### config.mk
export PLATFORM = sky130hd
export DESIGN_NAME = qrc_quad_read
export DESIGN_NICKNAME = d
export VERILOG_FILES = /design/src/qrc_pkg.sv /design/src/qrc_quad_read.sv
export SDC_FILE = /design/constraint.sdc
export NUM_CORES = 1
export LEC_CHECK = 0
export ABC_AREA = 0
export ABC_CLOCK_PERIOD_IN_PS = 2600
export CAP_MARGIN = 20
export CORE_UTILIZATION = 50
export CTS_BUF_LIST = sky130_fd_sc_hd__clkbuf_8
export DETAILED_ROUTE_END_ITERATION = 12
export DONT_BUFFER_PORTS = 1
export PLACE_DENSITY = 0.68
export SYNTH_ARGS = -nofsm -noshare
export SYNTH_HDL_FRONTEND = slang
export SYNTH_HIERARCHICAL = 1
export SYNTH_SLANG_ARGS = --single-unit
### constraint.sdc
create_clock -name i_clock -period 2.6 [get_ports i_clock]
set_input_delay 0.78 -clock i_clock [delete_from_list [all_inputs] [get_ports i_clock]]
set_output_delay 0.78 -clock i_clock [all_outputs]
set_load 0.05 [all_outputs]
### src/qrc_pkg.sv
// Shared constants and types for the quad I/O read command sequencer
`default_nettype none
package qrc_pkg;

    // ------------------------------------------------------------------
    // Opcodes
    // ------------------------------------------------------------------
    localparam logic [7:0] OP_QUAD_READ    = 8'hEB;
    localparam logic [7:0] OP_QUAD_READ_4B = 8'hEC;
    localparam logic [7:0] OP_WORD_READ    = 8'hE7;

    // ------------------------------------------------------------------
    // Phase lengths in serial clocks
    // ------------------------------------------------------------------
    localparam logic [3:0] CMD_CLKS_SPI    = 4'h8;
    localparam logic [3:0] CMD_CLKS_QPI    = 4'h2;
    localparam logic [3:0] ADDR_CLKS_3B    = 4'h6;
    localparam logic [3:0] ADDR_CLKS_4B    = 4'h8;
    localparam logic [3:0] MODE_CLKS       = 4'h2;
    localparam logic [3:0] DUMMY_QUAD_SPI  = 4'h4;
    localparam logic [3:0] DUMMY_WORD_SPI  = 4'h2;

    // ------------------------------------------------------------------
    // Mode byte and configuration fields
    // ------------------------------------------------------------------
    localparam logic [1:0] OPCODE_SKIP_CODE = 2'h2;
    localparam logic [1:0] READ_PARAM_RST   = 2'h0;
    localparam logic [2:0] WRAP_SETTING_RST = 3'h1;
    localparam int         WRAP_DISABLE_POS = 0;
    localparam logic [7:0] WRAP_MIN_LEN     = 8'h08;
    localparam logic [3:0] IO_IDLE_NIBBLE   = 4'hF;

    // ------------------------------------------------------------------
    // Buffer shape
    // ------------------------------------------------------------------
    localparam int FIFO_WIDTH = 8;
    localparam int FIFO_DEPTH = 8;

    // ------------------------------------------------------------------
    // Types
    // ------------------------------------------------------------------
    typedef enum logic [2:0] {
        ST_IDLE   = 3'h0,
        ST_CMD    = 3'h1,
        ST_ADDR   = 3'h2,
        ST_MODE   = 3'h3,
        ST_DUMMY  = 3'h4,
        ST_DATA   = 3'h5,
        ST_IGNORE = 3'h6
    } qrc_state_e;

    typedef struct packed {
        logic [3:0] addr_clks;
        logic [3:0] dummy_clks;
        logic       wrap_ok;
    } qrc_ctx_s;

    typedef struct packed {
        logic        valid;
        logic [31:0] addr;
    } qrc_mem_req_s;

endpackage : qrc_pkg
`default_nettype wire

### src/qrc_quad_read.sv
// Quad I/O read sequencer with its read-data buffer
//
// Overview of operation
// EBh: quad address/data, four dummies
// EBh accepted only with quad permit
// Mode byte follows address; low nibble ignored
// Skip code 10 drops next opcode
// Other skip code restores opcode decoding
// Host exits with ones on IO0
// Host releases IO before first data
// Wrap confines EBh to aligned section
// Wrapped burst loops until chip select
// Wrap setting: disable bit, two length bits
// Four-wire mode dummies from read parameter
// Four-wire dummy count resets to two
// Four-wire mode byte counts as dummies
// Opcode skip works in four-wire mode
// No wrapping in four-wire mode
// ECh always takes 32-bit address
// ECh only in standard mode
// Wrap setting applies to ECh too
// E7h: even address, two dummies
// E7h accepted only with quad permit
// E7h skip code also drops opcode
// Address 24 or 32 bits by mode
// Wrap disabled after any reset
// IO3 is nibble MSB, high nibble first
// Unwrapped reads run on sequentially
`timescale 1ns/1ps
`default_nettype none

module qrc_fifo #(
    parameter int WIDTH = 8,
    parameter int DEPTH = 8
) (
    // Clock and reset
    input  wire logic             i_clock,
    input  wire logic             i_srst,
    input  wire logic             i_flush,
    // Fill side
    input  wire logic             i_in_valid,
    output logic                  o_in_ready,
    input  wire logic [WIDTH-1:0] i_in_data,
    // Drain side
    output logic                  o_out_valid,
    input  wire logic             i_out_ready,
    output logic [WIDTH-1:0]      o_out_data
);
    localparam int AW = $clog2(DEPTH);

    logic [WIDTH-1:0] mem_q [DEPTH];
    logic [AW:0]      wr_ptr_q;
    logic [AW:0]      rd_ptr_q;
    logic [AW:0]      count;
    logic             push;
    logic             pop;

    assign count       = wr_ptr_q - rd_ptr_q;
    assign o_in_ready  = (count != (AW+1)'(DEPTH));
    assign o_out_valid = (count != '0);
    assign o_out_data  = mem_q[rd_ptr_q[AW-1:0]];
    assign push        = i_in_valid & o_in_ready;
    assign pop         = i_out_ready & o_out_valid;

    always_ff @(posedge i_clock) begin
        if (push) begin
            mem_q[wr_ptr_q[AW-1:0]] <= i_in_data;
        end
    end

    always_ff @(posedge i_clock) begin
        if (i_srst || i_flush) begin
            wr_ptr_q <= '0;
            rd_ptr_q <= '0;
        end else begin
            if (push) begin
                wr_ptr_q <= wr_ptr_q + 1'b1;
            end
            if (pop) begin
                rd_ptr_q <= rd_ptr_q + 1'b1;
            end
        end
    end
endmodule : qrc_fifo

module qrc_quad_read (
    // Clock and reset
    input  wire logic                 i_clock,
    input  wire logic                 i_srst,
    // Serial link pins
    input  wire logic                 i_cs_n,
    input  wire logic                 i_sck,
    input  wire logic [3:0]           i_io,
    output logic [3:0]                o_io,
    output logic [3:0]                o_io_oe,
    // Configuration
    input  wire logic                 i_quad_io_permit_bit,
    input  wire logic                 i_four_wire_command_mode,
    input  wire logic                 i_four_byte_addr_mode,
    input  wire logic                 i_wrap_load,
    input  wire logic [2:0]           i_wrap_setting_bits,
    input  wire logic                 i_read_param_load,
    input  wire logic [1:0]           i_read_param,
    input  wire logic                 i_reset_cmd,
    // Memory array read port
    output qrc_pkg::qrc_mem_req_s     o_mem_req,
    input  wire logic                 i_mem_req_ready,
    input  wire logic                 i_mem_rsp_valid,
    input  wire logic [7:0]           i_mem_rsp_data,
    // Status
    output logic                      o_continuous_read,
    output logic [2:0]                o_wrap_setting_bits,
    output logic                      o_underrun
);
    import qrc_pkg::*;

    // ------------------------------------------------------------------
    // Helpers
    // ------------------------------------------------------------------
    function automatic logic [31:0] next_addr(input logic [31:0] a,
                                              input logic        wrap_on,
                                              input logic [1:0]  len);
        logic [7:0] mask;
        logic [7:0] low;
        mask = (WRAP_MIN_LEN << len) - 8'h01;
        low  = (a[7:0] & ~mask) | ((a[7:0] + 8'h01) & mask);
        return wrap_on ? {a[31:8], low} : a + 32'h1;
    endfunction : next_addr

    function automatic qrc_ctx_s decode_ctx(input logic [7:0] op,
                                            input logic       four_wire_command_mode,
                                            input logic       four_byte,
                                            input logic [1:0] param);
        qrc_ctx_s c;
        // address width
        c.addr_clks  = (op == OP_QUAD_READ_4B || four_byte) ? ADDR_CLKS_4B
                                                             : ADDR_CLKS_3B;
        // mode byte already covers two of the dummies
        if (four_wire_command_mode) begin
            c.dummy_clks = {1'b0, param, 1'b0};
        // word read dummies
        end else if (op == OP_WORD_READ) begin
            c.dummy_clks = DUMMY_WORD_SPI;
        // quad read dummies
        end else begin
            c.dummy_clks = DUMMY_QUAD_SPI;
        end
        // no wrap in four-wire mode
        c.wrap_ok = ~four_wire_command_mode;
        return c;
    endfunction : decode_ctx

    // ------------------------------------------------------------------
    // Pin synchronisers
    // ------------------------------------------------------------------
    logic [2:0] cs_sync_q;
    logic [2:0] sck_sync_q;
    logic [3:0] io_s1_q;
    logic [3:0] io_s2_q;

    always_ff @(posedge i_clock) begin
        if (i_srst) begin
            cs_sync_q  <= 3'h7;
            sck_sync_q <= 3'h0;
            io_s1_q    <= 4'h0;
            io_s2_q    <= 4'h0;
        end else begin
            cs_sync_q  <= {cs_sync_q[1:0], i_cs_n};
            sck_sync_q <= {sck_sync_q[1:0], i_sck};
            io_s1_q    <= i_io;
            io_s2_q    <= io_s1_q;
        end
    end

    logic cs_high;
    logic sck_rise;
    logic sck_fall;

    assign cs_high  = cs_sync_q[1];
    assign sck_rise = sck_sync_q[1] & ~sck_sync_q[2];
    assign sck_fall = ~sck_sync_q[1] & sck_sync_q[2];

    // ------------------------------------------------------------------
    // Configuration held across transactions
    // ------------------------------------------------------------------
    logic [2:0] wrap_q;
    logic [1:0] read_param_q;

    always_ff @(posedge i_clock) begin
        // defaults on either reset
        if (i_srst || i_reset_cmd) begin
            wrap_q       <= WRAP_SETTING_RST;
            read_param_q <= READ_PARAM_RST;
        end else begin
            // disable bit plus two length bits
            if (i_wrap_load) begin
                wrap_q <= i_wrap_setting_bits;
            end
            if (i_read_param_load) begin
                read_param_q <= i_read_param;
            end
        end
    end

    // ------------------------------------------------------------------
    // Command sequencer
    // ------------------------------------------------------------------
    qrc_state_e  state_q;
    qrc_ctx_s    ctx_q;
    logic [3:0]  cnt_q;
    logic [31:0] sh_q;
    logic [31:0] sh_nib;
    logic [31:0] sh_bit;
    logic [3:0]  cnt_inc;
    logic        cont_q;
    logic        cmd_last;
    logic [7:0]  opcode;
    logic        cmd_ok;
    logic        addr_done;
    logic        mode_done;
    logic [31:0] start_addr;

    // IO3 carries the nibble MSB
    assign sh_nib    = {sh_q[27:0], io_s2_q};
    assign sh_bit    = {sh_q[30:0], io_s2_q[0]};
    assign cnt_inc   = cnt_q + 4'h1;
    assign cmd_last  = cnt_inc == (i_four_wire_command_mode ? CMD_CLKS_QPI : CMD_CLKS_SPI);
    assign opcode    = i_four_wire_command_mode ? sh_nib[7:0] : sh_bit[7:0];
    assign addr_done = (state_q == ST_ADDR) && sck_rise && (cnt_inc == ctx_q.addr_clks);
    assign mode_done = (state_q == ST_MODE) && sck_rise && (cnt_inc == MODE_CLKS);
    assign start_addr = (ctx_q.addr_clks == ADDR_CLKS_4B) ? sh_nib : {8'h00, sh_nib[23:0]};

    always_comb begin
        unique case (opcode)
            // needs quad permit
            OP_QUAD_READ:    cmd_ok = i_quad_io_permit_bit;
            // standard mode only
            OP_QUAD_READ_4B: cmd_ok = i_quad_io_permit_bit & ~i_four_wire_command_mode;
            // needs quad permit
            OP_WORD_READ:    cmd_ok = i_quad_io_permit_bit & ~i_four_wire_command_mode;
            default:         cmd_ok = 1'b0;
        endcase
    end

    always_ff @(posedge i_clock) begin
        if (i_srst) begin
            state_q <= ST_IDLE;
            cnt_q   <= 4'h0;
            sh_q    <= 32'h0;
            ctx_q   <= '0;
        end else if (cs_high) begin
            state_q <= ST_IDLE;
            cnt_q   <= 4'h0;
        end else begin
            unique case (state_q)
                // skip straight to the address
                ST_IDLE: begin
                    cnt_q   <= 4'h0;
                    state_q <= cont_q ? ST_ADDR : ST_CMD;
                end
                ST_CMD: if (sck_rise) begin
                    sh_q  <= i_four_wire_command_mode ? sh_nib : sh_bit;
                    cnt_q <= cnt_inc;
                    if (cmd_last) begin
                        cnt_q   <= 4'h0;
                        ctx_q   <= decode_ctx(opcode, i_four_wire_command_mode,
                                              i_four_byte_addr_mode, read_param_q);
                        state_q <= cmd_ok ? ST_ADDR : ST_IGNORE;
                    end
                end
                ST_ADDR: if (sck_rise) begin
                    sh_q  <= sh_nib;
                    cnt_q <= cnt_inc;
                    if (addr_done) begin
                        cnt_q   <= 4'h0;
                        state_q <= ST_MODE;
                    end
                end
                ST_MODE: if (sck_rise) begin
                    sh_q  <= sh_nib;
                    cnt_q <= cnt_inc;
                    if (mode_done) begin
                        cnt_q   <= 4'h0;
                        // default four-wire count gives data next
                        state_q <= (ctx_q.dummy_clks == 4'h0) ? ST_DATA : ST_DUMMY;
                    end
                end
                ST_DUMMY: if (sck_rise) begin
                    cnt_q <= cnt_inc;
                    if (cnt_inc == ctx_q.dummy_clks) begin
                        state_q <= ST_DATA;
                    end
                end
                ST_DATA, ST_IGNORE: begin
                    cnt_q <= 4'h0;
                end
                default: state_q <= ST_IDLE;
            endcase
        end
    end

    // Continuous-read flag, read from the mode byte's upper nibble
    always_ff @(posedge i_clock) begin
        if (i_srst || i_reset_cmd) begin
            cont_q <= 1'b0;
        // only bits 5:4 matter
        end else if (mode_done) begin
            cont_q <= (sh_q[1:0] == OPCODE_SKIP_CODE);
        end
    end

    // ------------------------------------------------------------------
    // Array prefetch into the buffer
    // ------------------------------------------------------------------
    logic         fetch_en_q;
    logic         pend_q;
    logic         stale_q;
    logic [31:0]  fetch_addr_q;
    qrc_mem_req_s req_q;
    logic         wrap_on;
    logic         fifo_in_ready;
    logic         fifo_out_valid;
    logic [7:0]   fifo_out_data;
    logic         push;
    logic         pop;

    // wrap only when enabled and in standard mode
    assign wrap_on = ~wrap_q[WRAP_DISABLE_POS] & ctx_q.wrap_ok;
    assign push    = i_mem_rsp_valid & pend_q & ~stale_q & fetch_en_q;

    always_ff @(posedge i_clock) begin
        if (i_srst) begin
            fetch_en_q   <= 1'b0;
            pend_q       <= 1'b0;
            stale_q      <= 1'b0;
            fetch_addr_q <= 32'h0;
            req_q        <= '0;
        end else begin
            if (req_q.valid && i_mem_req_ready) begin
                req_q.valid <= 1'b0;
                pend_q      <= 1'b1;
                // step within section or onward
                if (!stale_q) begin
                    fetch_addr_q <= next_addr(fetch_addr_q, wrap_on, wrap_q[2:1]);
                end
            end else if (fetch_en_q && !req_q.valid && !pend_q && fifo_in_ready) begin
                req_q.valid <= 1'b1;
                req_q.addr  <= fetch_addr_q;
            end
            if (i_mem_rsp_valid && pend_q) begin
                pend_q  <= 1'b0;
                stale_q <= 1'b0;
            end
            // Reply still owed after chip select rises is dropped
            if (cs_high) begin
                fetch_en_q <= 1'b0;
                if (pend_q || req_q.valid) begin
                    stale_q <= 1'b1;
                end
            end else if (addr_done) begin
                fetch_en_q   <= 1'b1;
                fetch_addr_q <= start_addr;
            end
        end
    end

    assign o_mem_req = req_q;

    qrc_fifo #(
        .WIDTH (FIFO_WIDTH),
        .DEPTH (FIFO_DEPTH)
    ) u_fifo (
        .i_clock     (i_clock),
        .i_srst      (i_srst),
        .i_flush     (cs_high),
        .i_in_valid  (push),
        .o_in_ready  (fifo_in_ready),
        .i_in_data   (i_mem_rsp_data),
        .o_out_valid (fifo_out_valid),
        .i_out_ready (pop),
        .o_out_data  (fifo_out_data)
    );

    // ------------------------------------------------------------------
    // Data output on falling serial clock
    // ------------------------------------------------------------------
    logic       nib_hi_q;
    logic [3:0] low_nib_q;
    logic       underrun_q;

    assign pop = (state_q == ST_DATA) && !cs_high && sck_fall && nib_hi_q;

    always_ff @(posedge i_clock) begin
        if (i_srst || cs_high) begin
            o_io_oe   <= 4'h0;
            o_io      <= 4'h0;
            nib_hi_q  <= 1'b1;
            low_nib_q <= 4'h0;
        // drive only from the first data falling edge
        end else if (state_q == ST_DATA && sck_fall) begin
            o_io_oe  <= 4'hF;
            nib_hi_q <= ~nib_hi_q;
            // high nibble goes first
            if (nib_hi_q) begin
                o_io      <= fifo_out_valid ? fifo_out_data[7:4] : IO_IDLE_NIBBLE;
                low_nib_q <= fifo_out_valid ? fifo_out_data[3:0] : IO_IDLE_NIBBLE;
            end else begin
                o_io <= low_nib_q;
            end
        end
    end

    // Sticky until reset: the link cannot stall, so a late array shows here
    always_ff @(posedge i_clock) begin
        if (i_srst) begin
            underrun_q <= 1'b0;
        end else if (pop && !fifo_out_valid) begin
            underrun_q <= 1'b1;
        end
    end

    assign o_continuous_read   = cont_q;
    assign o_wrap_setting_bits = wrap_q;
    assign o_underrun          = underrun_q;

endmodule : qrc_quad_read

`default_nettype wire

==> flow_summary.yaml, run 1 <==
setup_path:
  worstPathRequired_ps: 3000
  end_kind: "register"
  crit_arrival_ps: 2750
  path_class: "reg -> reg"
  critPathLaunchType: "register"
  crit_fanout: 7
logic_synthesis:
  ys_types: 68
  ys_seq_area_share_pct: 51.6
  synth.area.top_cells: "dfxtp_1 31%, edfxtp_1 20%, nand2_1 5.4%"
  syn_avg_cell_area_um2: 9.85
  ys.flop_type: "dfxtp_1"
  synth_top_area_share_pct: 31.4
  synth_top_area_cell: "dfxtp_1"
  syn_nets: 1003
  netlist_area_mm2: 0.00951
  synth_edf_count: 64
  ys_warn_count: 6
  synth.ff_latch_count: 213
  postSynthCellCount: 965
  async_flop_share_pct: 0
timing:
  max_freq_ghz: 0.425
  finalHoldViolCount: 0
  rsz0062_at_grt: "no"
  finClkSkew_ps: 22.2
  finalSetupTns_ps: 0
  setup-violations-final: 0
  tightest_slew_ps: 641
  slew_violations: 0
  fin_crit_ps: 2350
  fin_crit_sh_pct: 90.5
  relSlewSlack_pct: 57.2
final_layout:
  drive_above_1_share_pct: 15.3
  nets: 1014
  num_antenna_cells: 0
  syn_to_final_growth_pct: 12.1
  post-route-cell-area_mm2: 0.0107
  fillers: 1624
placed_design:
  gp_congestion: 0.851
  dp_hpwl_mm: 14.0
  dpl_cell_area_mm2: 0.00987
  io_buffers: 0
global_route:
  grt_antenna_before_repair: 0
  grt_pass1_wl_mm: 34.2
  grt_pass1_vias: 6588
  grt_usage_pct: 22.0
  grt_remaining_overflow: 0
  grt_max_degree: 120
power_and_ir_drop:
  seqPwrFrac_pct: 51.2
  p_per_area_mw_per_mm2: 631
  switchingPower_uw: 1410
  p_comb_share_pct: 1.0
  clkPwrFrac_pct: 47.8
  intPower_uw: 5320
  switching_share_pct: 20.9
  p_leak_uw: 0.00362
  irDropWorstVdd_mv: 0.430
detailed_routing:
  vias: 7006
  first_pass_iters: 5
  wire_per_inst_um: 17.1
  wl_mm: 21.1
  vias_per_cell: 5.66
  drtAntennaViolNets: 0
  drc: 0
  drt_iter0_markers: 514
floorplanning:
  ioPinCount: 75
  coreArea_mm2: 0.0186
  rows: 50
  die_h_um: 140
  die_area_mm2: 0.0196
  start_util_pct: 51.0
  dieWidth_um: 140
run_status:
  status: "complete, no violations"
clock_network:
  root_buffer: "clkbuf_8"
  cts-buffers-inserted: 36
  clk_latency_ps: 530
  cts_tree: "yes"
  cts_sinks: 213
  clockBufferDepth: 3
  cts_resized: 0
  clk_pin_slew_worst_paths_ps: 50
  htreeDepth: 2
  post_cts_buffers: 0
  cts_hold_buffers: 0
min_path:
  hp-class: "in -> reg"
job:
  maxCapViolations: 0
-- per-layer routing --
metal  vias up  GRT usage [%]  share of wire [%]
met5         -              0                  0
met4         0           6.88                1.5
met2       190           33.8                 45
met1      3308           30.9                 46
li1       3478              -                  -
met3        30           5.13                6.6
-- final timing paths --
| kind | startpoint | cells past startpoint | slack (ps) | to |
|---|---|---|---|---|
| worst max register to register | cnt_q[1] | 7 | 250 | cnt_q[1] |
| worst min register to register | cs_sync_q[0] | 1 | 410 | cs_sync_q[1] |
| worst max-delay path | cnt_q[1] | 7 | 250 | cnt_q[1] |
| worst min-delay path | i_srst | 1 | 320 | o_mem_req[27] |
-- power groups by stage --
stage	sequential (uW)	clock, uW	combinational [uW]
2_1_floorplan	3510	0	75.1
3_3_place_gp	3510	0	68.9
3_5_place_dp	3510	0	69.5
4_1_cts	3440	3290	70.0
5_1_grt	3440	3440	76.0
6_report	3440	3210	69.4
-- placed cells by master, fill, tap and decap left out, drive strengths merged, types with 12 or more instances in the layout --
cell type  synthesis  layout
nor3              19      19
mux4              16      16
nor2             102     102
buf               19      43
nand2b            12      12
inv               21      34
nand2            136     136
edfxtp            64      64
dfxtp            149     149
nand3             27      27
xor2              19      19
clkbuf            51      41
a311oi            28      28
xnor2             21      21
a211oi            33      33
a21oi             69      69
o21ai             40      40
nor2b             20      20
-- through the flow --
| stage | util (%) | setup WS, ps | total power [uW] | cells | hold slack (ps) |
|---|---|---|---|---|---|
| floorplan | - | -3.84 | 3590 | 965 | 389 |
| global placement | 52.9 | 245 | 3580 | 1172 | 391 |
| detailed placement | 52.9 | 130 | 3580 | 1172 | 396 |
| CTS | 57.1 | 92.2 | 6800 | 1237 | 286 |
| global route | 57.2 | 24.5 | 6950 | 1237 | 288 |
| finish | 57.2 | 246 | 6720 | 1237 | 321 |
-- layout make-up --
class                      count  area [um2]  share of cell area, %
clock inverter                24         216                   2.03
timing repair buffer          43         360                   3.38
multi-input combinational    661        4240                   39.8
sequential                   213        4910                   46.0
clock buffer                  41         564                   5.29
tap                          234         293                   2.75
inverter                      21        78.8                  0.740
-- flip-flops by register name (all words and copies together) (netlist names), 5 cells and up, named ones only --
| signal | cells |
|---|---|
| ctx_q | 5 |
| fetch_addr_q | 32 |
| o_mem_req | 33 |
| u_fifo/mem_q | 64 |
| sh_q | 28 |
-- synthesized netlist by cell type, types with 4 or more instances --
master      n
nand4_1     7
ha_1        9
and3_1      6
nor3b_1     4
buf_2       8
o31ai_1     4
dfxtp_1   149
nor2b_1    20
mux2i_1     9
nand3_1    27
or3_1       4
and4_1      4
nand4b_1    5
buf_4       4
nor3_1     14
mux4_2     16
nand2b_1   12
buf_1       4
mux2_2      9
or2_2       8
edfxtp_1   64
nand2_1   136
xor2_1     19
clkbuf_1   51
a21oi_1    68
o21ai_0    40
nor2_1    102
xnor2_1    20
inv_1      19
a311oi_1   28
a211oi_1   31
-- cell families after synthesis --
group | count (synthesis) | synth area share, %
AOI/OAI and AO/OA | 199 | 13.7
adders and majority gates | 9 | 1.18
xor gates and xnor gates | 42 | 4.25
and+or+nand+nor | 377 | 19.4
DFF | 213 | 51.6
muxes | 34 | 5.80
buffers and inverters | 91 | 4.09
-- critical path: stages (launching register included) --
cell	delay, ps
dfxtp_1	440
ha_1	320
and2_1	180
nand3_1	90
a211o_1	350
a32o_1	330
a211oi_1	390
o31ai_1	130
Power figures use the tool's default switching activity.
==> inputs of run 2 (changes only) <==
Settings changed: ABC_CLOCK_PERIOD_IN_PS 2600 to 2300, CELL_PAD_IN_SITES_DETAIL_PLACEMENT from default to 1, CELL_PAD_IN_SITES_GLOBAL_PLACEMENT from default to 2, CORE_UTILIZATION 50 to 42, PLACE_DENSITY 0.68 to default, PLACE_DENSITY_LB_ADDON from default to 0.1.
Clock period 2.6 ns to 2.3 ns, I/O delays scaled along.
==> flow_summary.yaml, run 2 (same netlist as run 1, synthesis figures left out) <==
run_status:
  violations: "DRC"
  status: "finished, violations left"
setup_path:
  cp_cell_sequence: "inv_1 -> ha_1 -> nor2b_1 -> o211ai_1 -> a21oi_2 -> inv_2 -> nand3_1 -> nor3_1 -> buf_4"
  worstPathRequired_ps: 2520
  path_class: "reg -> reg"
  crit_slowest_cell: "dfxtp_1"
  cpPeakStageDelay_ps: 370
  reg2reg_slack_ps: 50
  critPathLaunchType: "register"
  crit_fanout: 8
  end_kind: "register"
  crit_arrival_ps: 2470
detailed_routing:
  vias_per_cell: 5.59
  drtAntennaViolNets: 0
  highest-signal-layer: "met4"
  wl_mm: 25.8
  met1_length_mm: 12.5
  first_pass_iters: 8
  wl_met3_mm: 1.38
  vias: 7281
  drt_iter0_markers: 379
  drc: 8
  met2_length_mm: 11.5
  wire_per_inst_um: 19.8
final_layout:
  final_common_cell: "dfxtp_1"
  num_antenna_cells: 0
  post-route-cell-area_mm2: 0.0109
  drive_above_1_share_pct: 17.6
  syn_to_final_growth_pct: 14.3
  fillers: 2467
  nets: 1035
  largest_register_ffs: 64
  final_cell_mix: "148 x dfxtp_1, 136 x nand2_1, 100 x nor2_1, 67 x a21oi_1, 64 x edfxtp_1"
floorplanning:
  coreArea_mm2: 0.0220
  dieWidth_um: 152
  ioPinCount: 75
  rows: 54
  die_h_um: 152
  die_area_mm2: 0.0232
  start_util_pct: 43.2
global_route:
  grt_antenna_before_repair: 0
  grt_usage_pct: 22.3
  grt_pass1_vias: 7625
  grt_pass1_wl_mm: 41.3
  grt_remaining_overflow: 0
  grt_max_degree: 120
timing:
  max_freq_ghz: 0.444
  setup_slack_ps: 48.9
  fin_crit_sh_pct: 97.9
  finalHoldViolCount: 0
  setup-violations-final: 0
  relSlewSlack_pct: 62.6
  slew_violations: 0
  finClkSkew_ps: 28.5
  rsz0062_at_grt: "yes"
  fin_crit_ps: 2250
  tightest_slew_ps: 561
clock_network:
  clockBufferDepth: 3
  cts_tree: "yes"
  root_buffer: "clkbuf_8"
  clk_latency_ps: 530
  cts-buffers-inserted: 38
  htreeDepth: 2
  clk_pin_slew_worst_paths_ps: 60
  cts_hold_buffers: 0
  cts_sinks: 213
min_path:
  hp-class: "in -> reg"
placed_design:
  dp_hpwl_mm: 18.2
  gp_congestion: 0.836
  place_ws_ps: -19.8
  dpl_cell_area_mm2: 0.0101
  io_buffers: 0
power_and_ir_drop:
  irDropWorstVdd_mv: 0.378
  p_per_area_mw_per_mm2: 670
  p_leak_uw: 0.00370
job:
  maxCapViolations: 0
[run 2: changes by cell type in the layout (fill, tap and decap cells not counted), sizes merged]
cell / previous run / this run
inv: 34 / 35
buf: 43 / 62
bufinv: 4 / 1
clkbuf: 41 / 42
clkinvlp: 0 / 2
[run 2: path summary, 6_finish.rpt]
kind | startpoint | to | depth (start not counted)
min | i_srst | o_mem_req[3] | 1
max | u_fifo/rd_ptr_q[1] | u_fifo/mem_q[5][0] | 9
min reg2reg | cs_sync_q[0] | cs_sync_q[1] | 1
max reg2reg | u_fifo/rd_ptr_q[1] | u_fifo/mem_q[5][0] | 9
[run 2: report_power, final]
part           switching [uW]  total (uW)  leakage, uW  internal, uW
clock                    1520        3310     0.000411          1790
combinational            48.7        80.5      0.00151          31.8
sequential               13.5        3890      0.00178          3880
[run 2: critical path: cells and delay by family (launching register included)]
kind | cells | cell delay, ps
AND/OR/NAND/NOR | 3 | 540
adder cells (fa/ha/maj) | 1 | 300
buffers and inverters | 3 | 390
flip-flops | 1 | 370
AO/OA/AOI/OAI | 2 | 330
[run 2: final cells by class]
| type | count | area, um2 | area share (%) |
|---|---|---|---|
| Tap cell | 280 | 350 | 3.22 |
| Multi-Input combinational cell | 661 | 4290 | 39.5 |
| Clock buffer | 42 | 578 | 5.32 |
| Inverter | 21 | 78.8 | 0.725 |
| Clock inverter | 24 | 134 | 1.23 |
| Timing Repair Buffer | 62 | 532 | 4.89 |
| Sequential cell | 213 | 4910 | 45.1 |
[run 2: stage by stage]
stage          setup TNS (ps)  power (uW)  hold WS (ps)  std cells  util (%)
3_3_place_gp                0        4050           395       1236      45.8
2_1_floorplan           -8980        4060           389        965         -
4_1_cts                     0        7390           212       1302      49.1
6_report                    0        7280           239       1303      49.3
5_1_grt                 -1410        7570           214       1303      49.3
3_5_place_dp            -19.8        4060           398       1236      45.8
[run 2: layer usage]
metal,vias to the layer above,track usage [%]
met5,-,0
met3,37,4.72
met2,143,35.1
met1,3586,31.2
li1,3515,-
met4,0,5.72
[run 2: repair_timing]
item	in CTS	in global routing
resized for setup	3	11
endpoints found under the setup margin	5	106
hold endpoints to repair	0	0
pin swaps	0	2
setup buffers	0	1
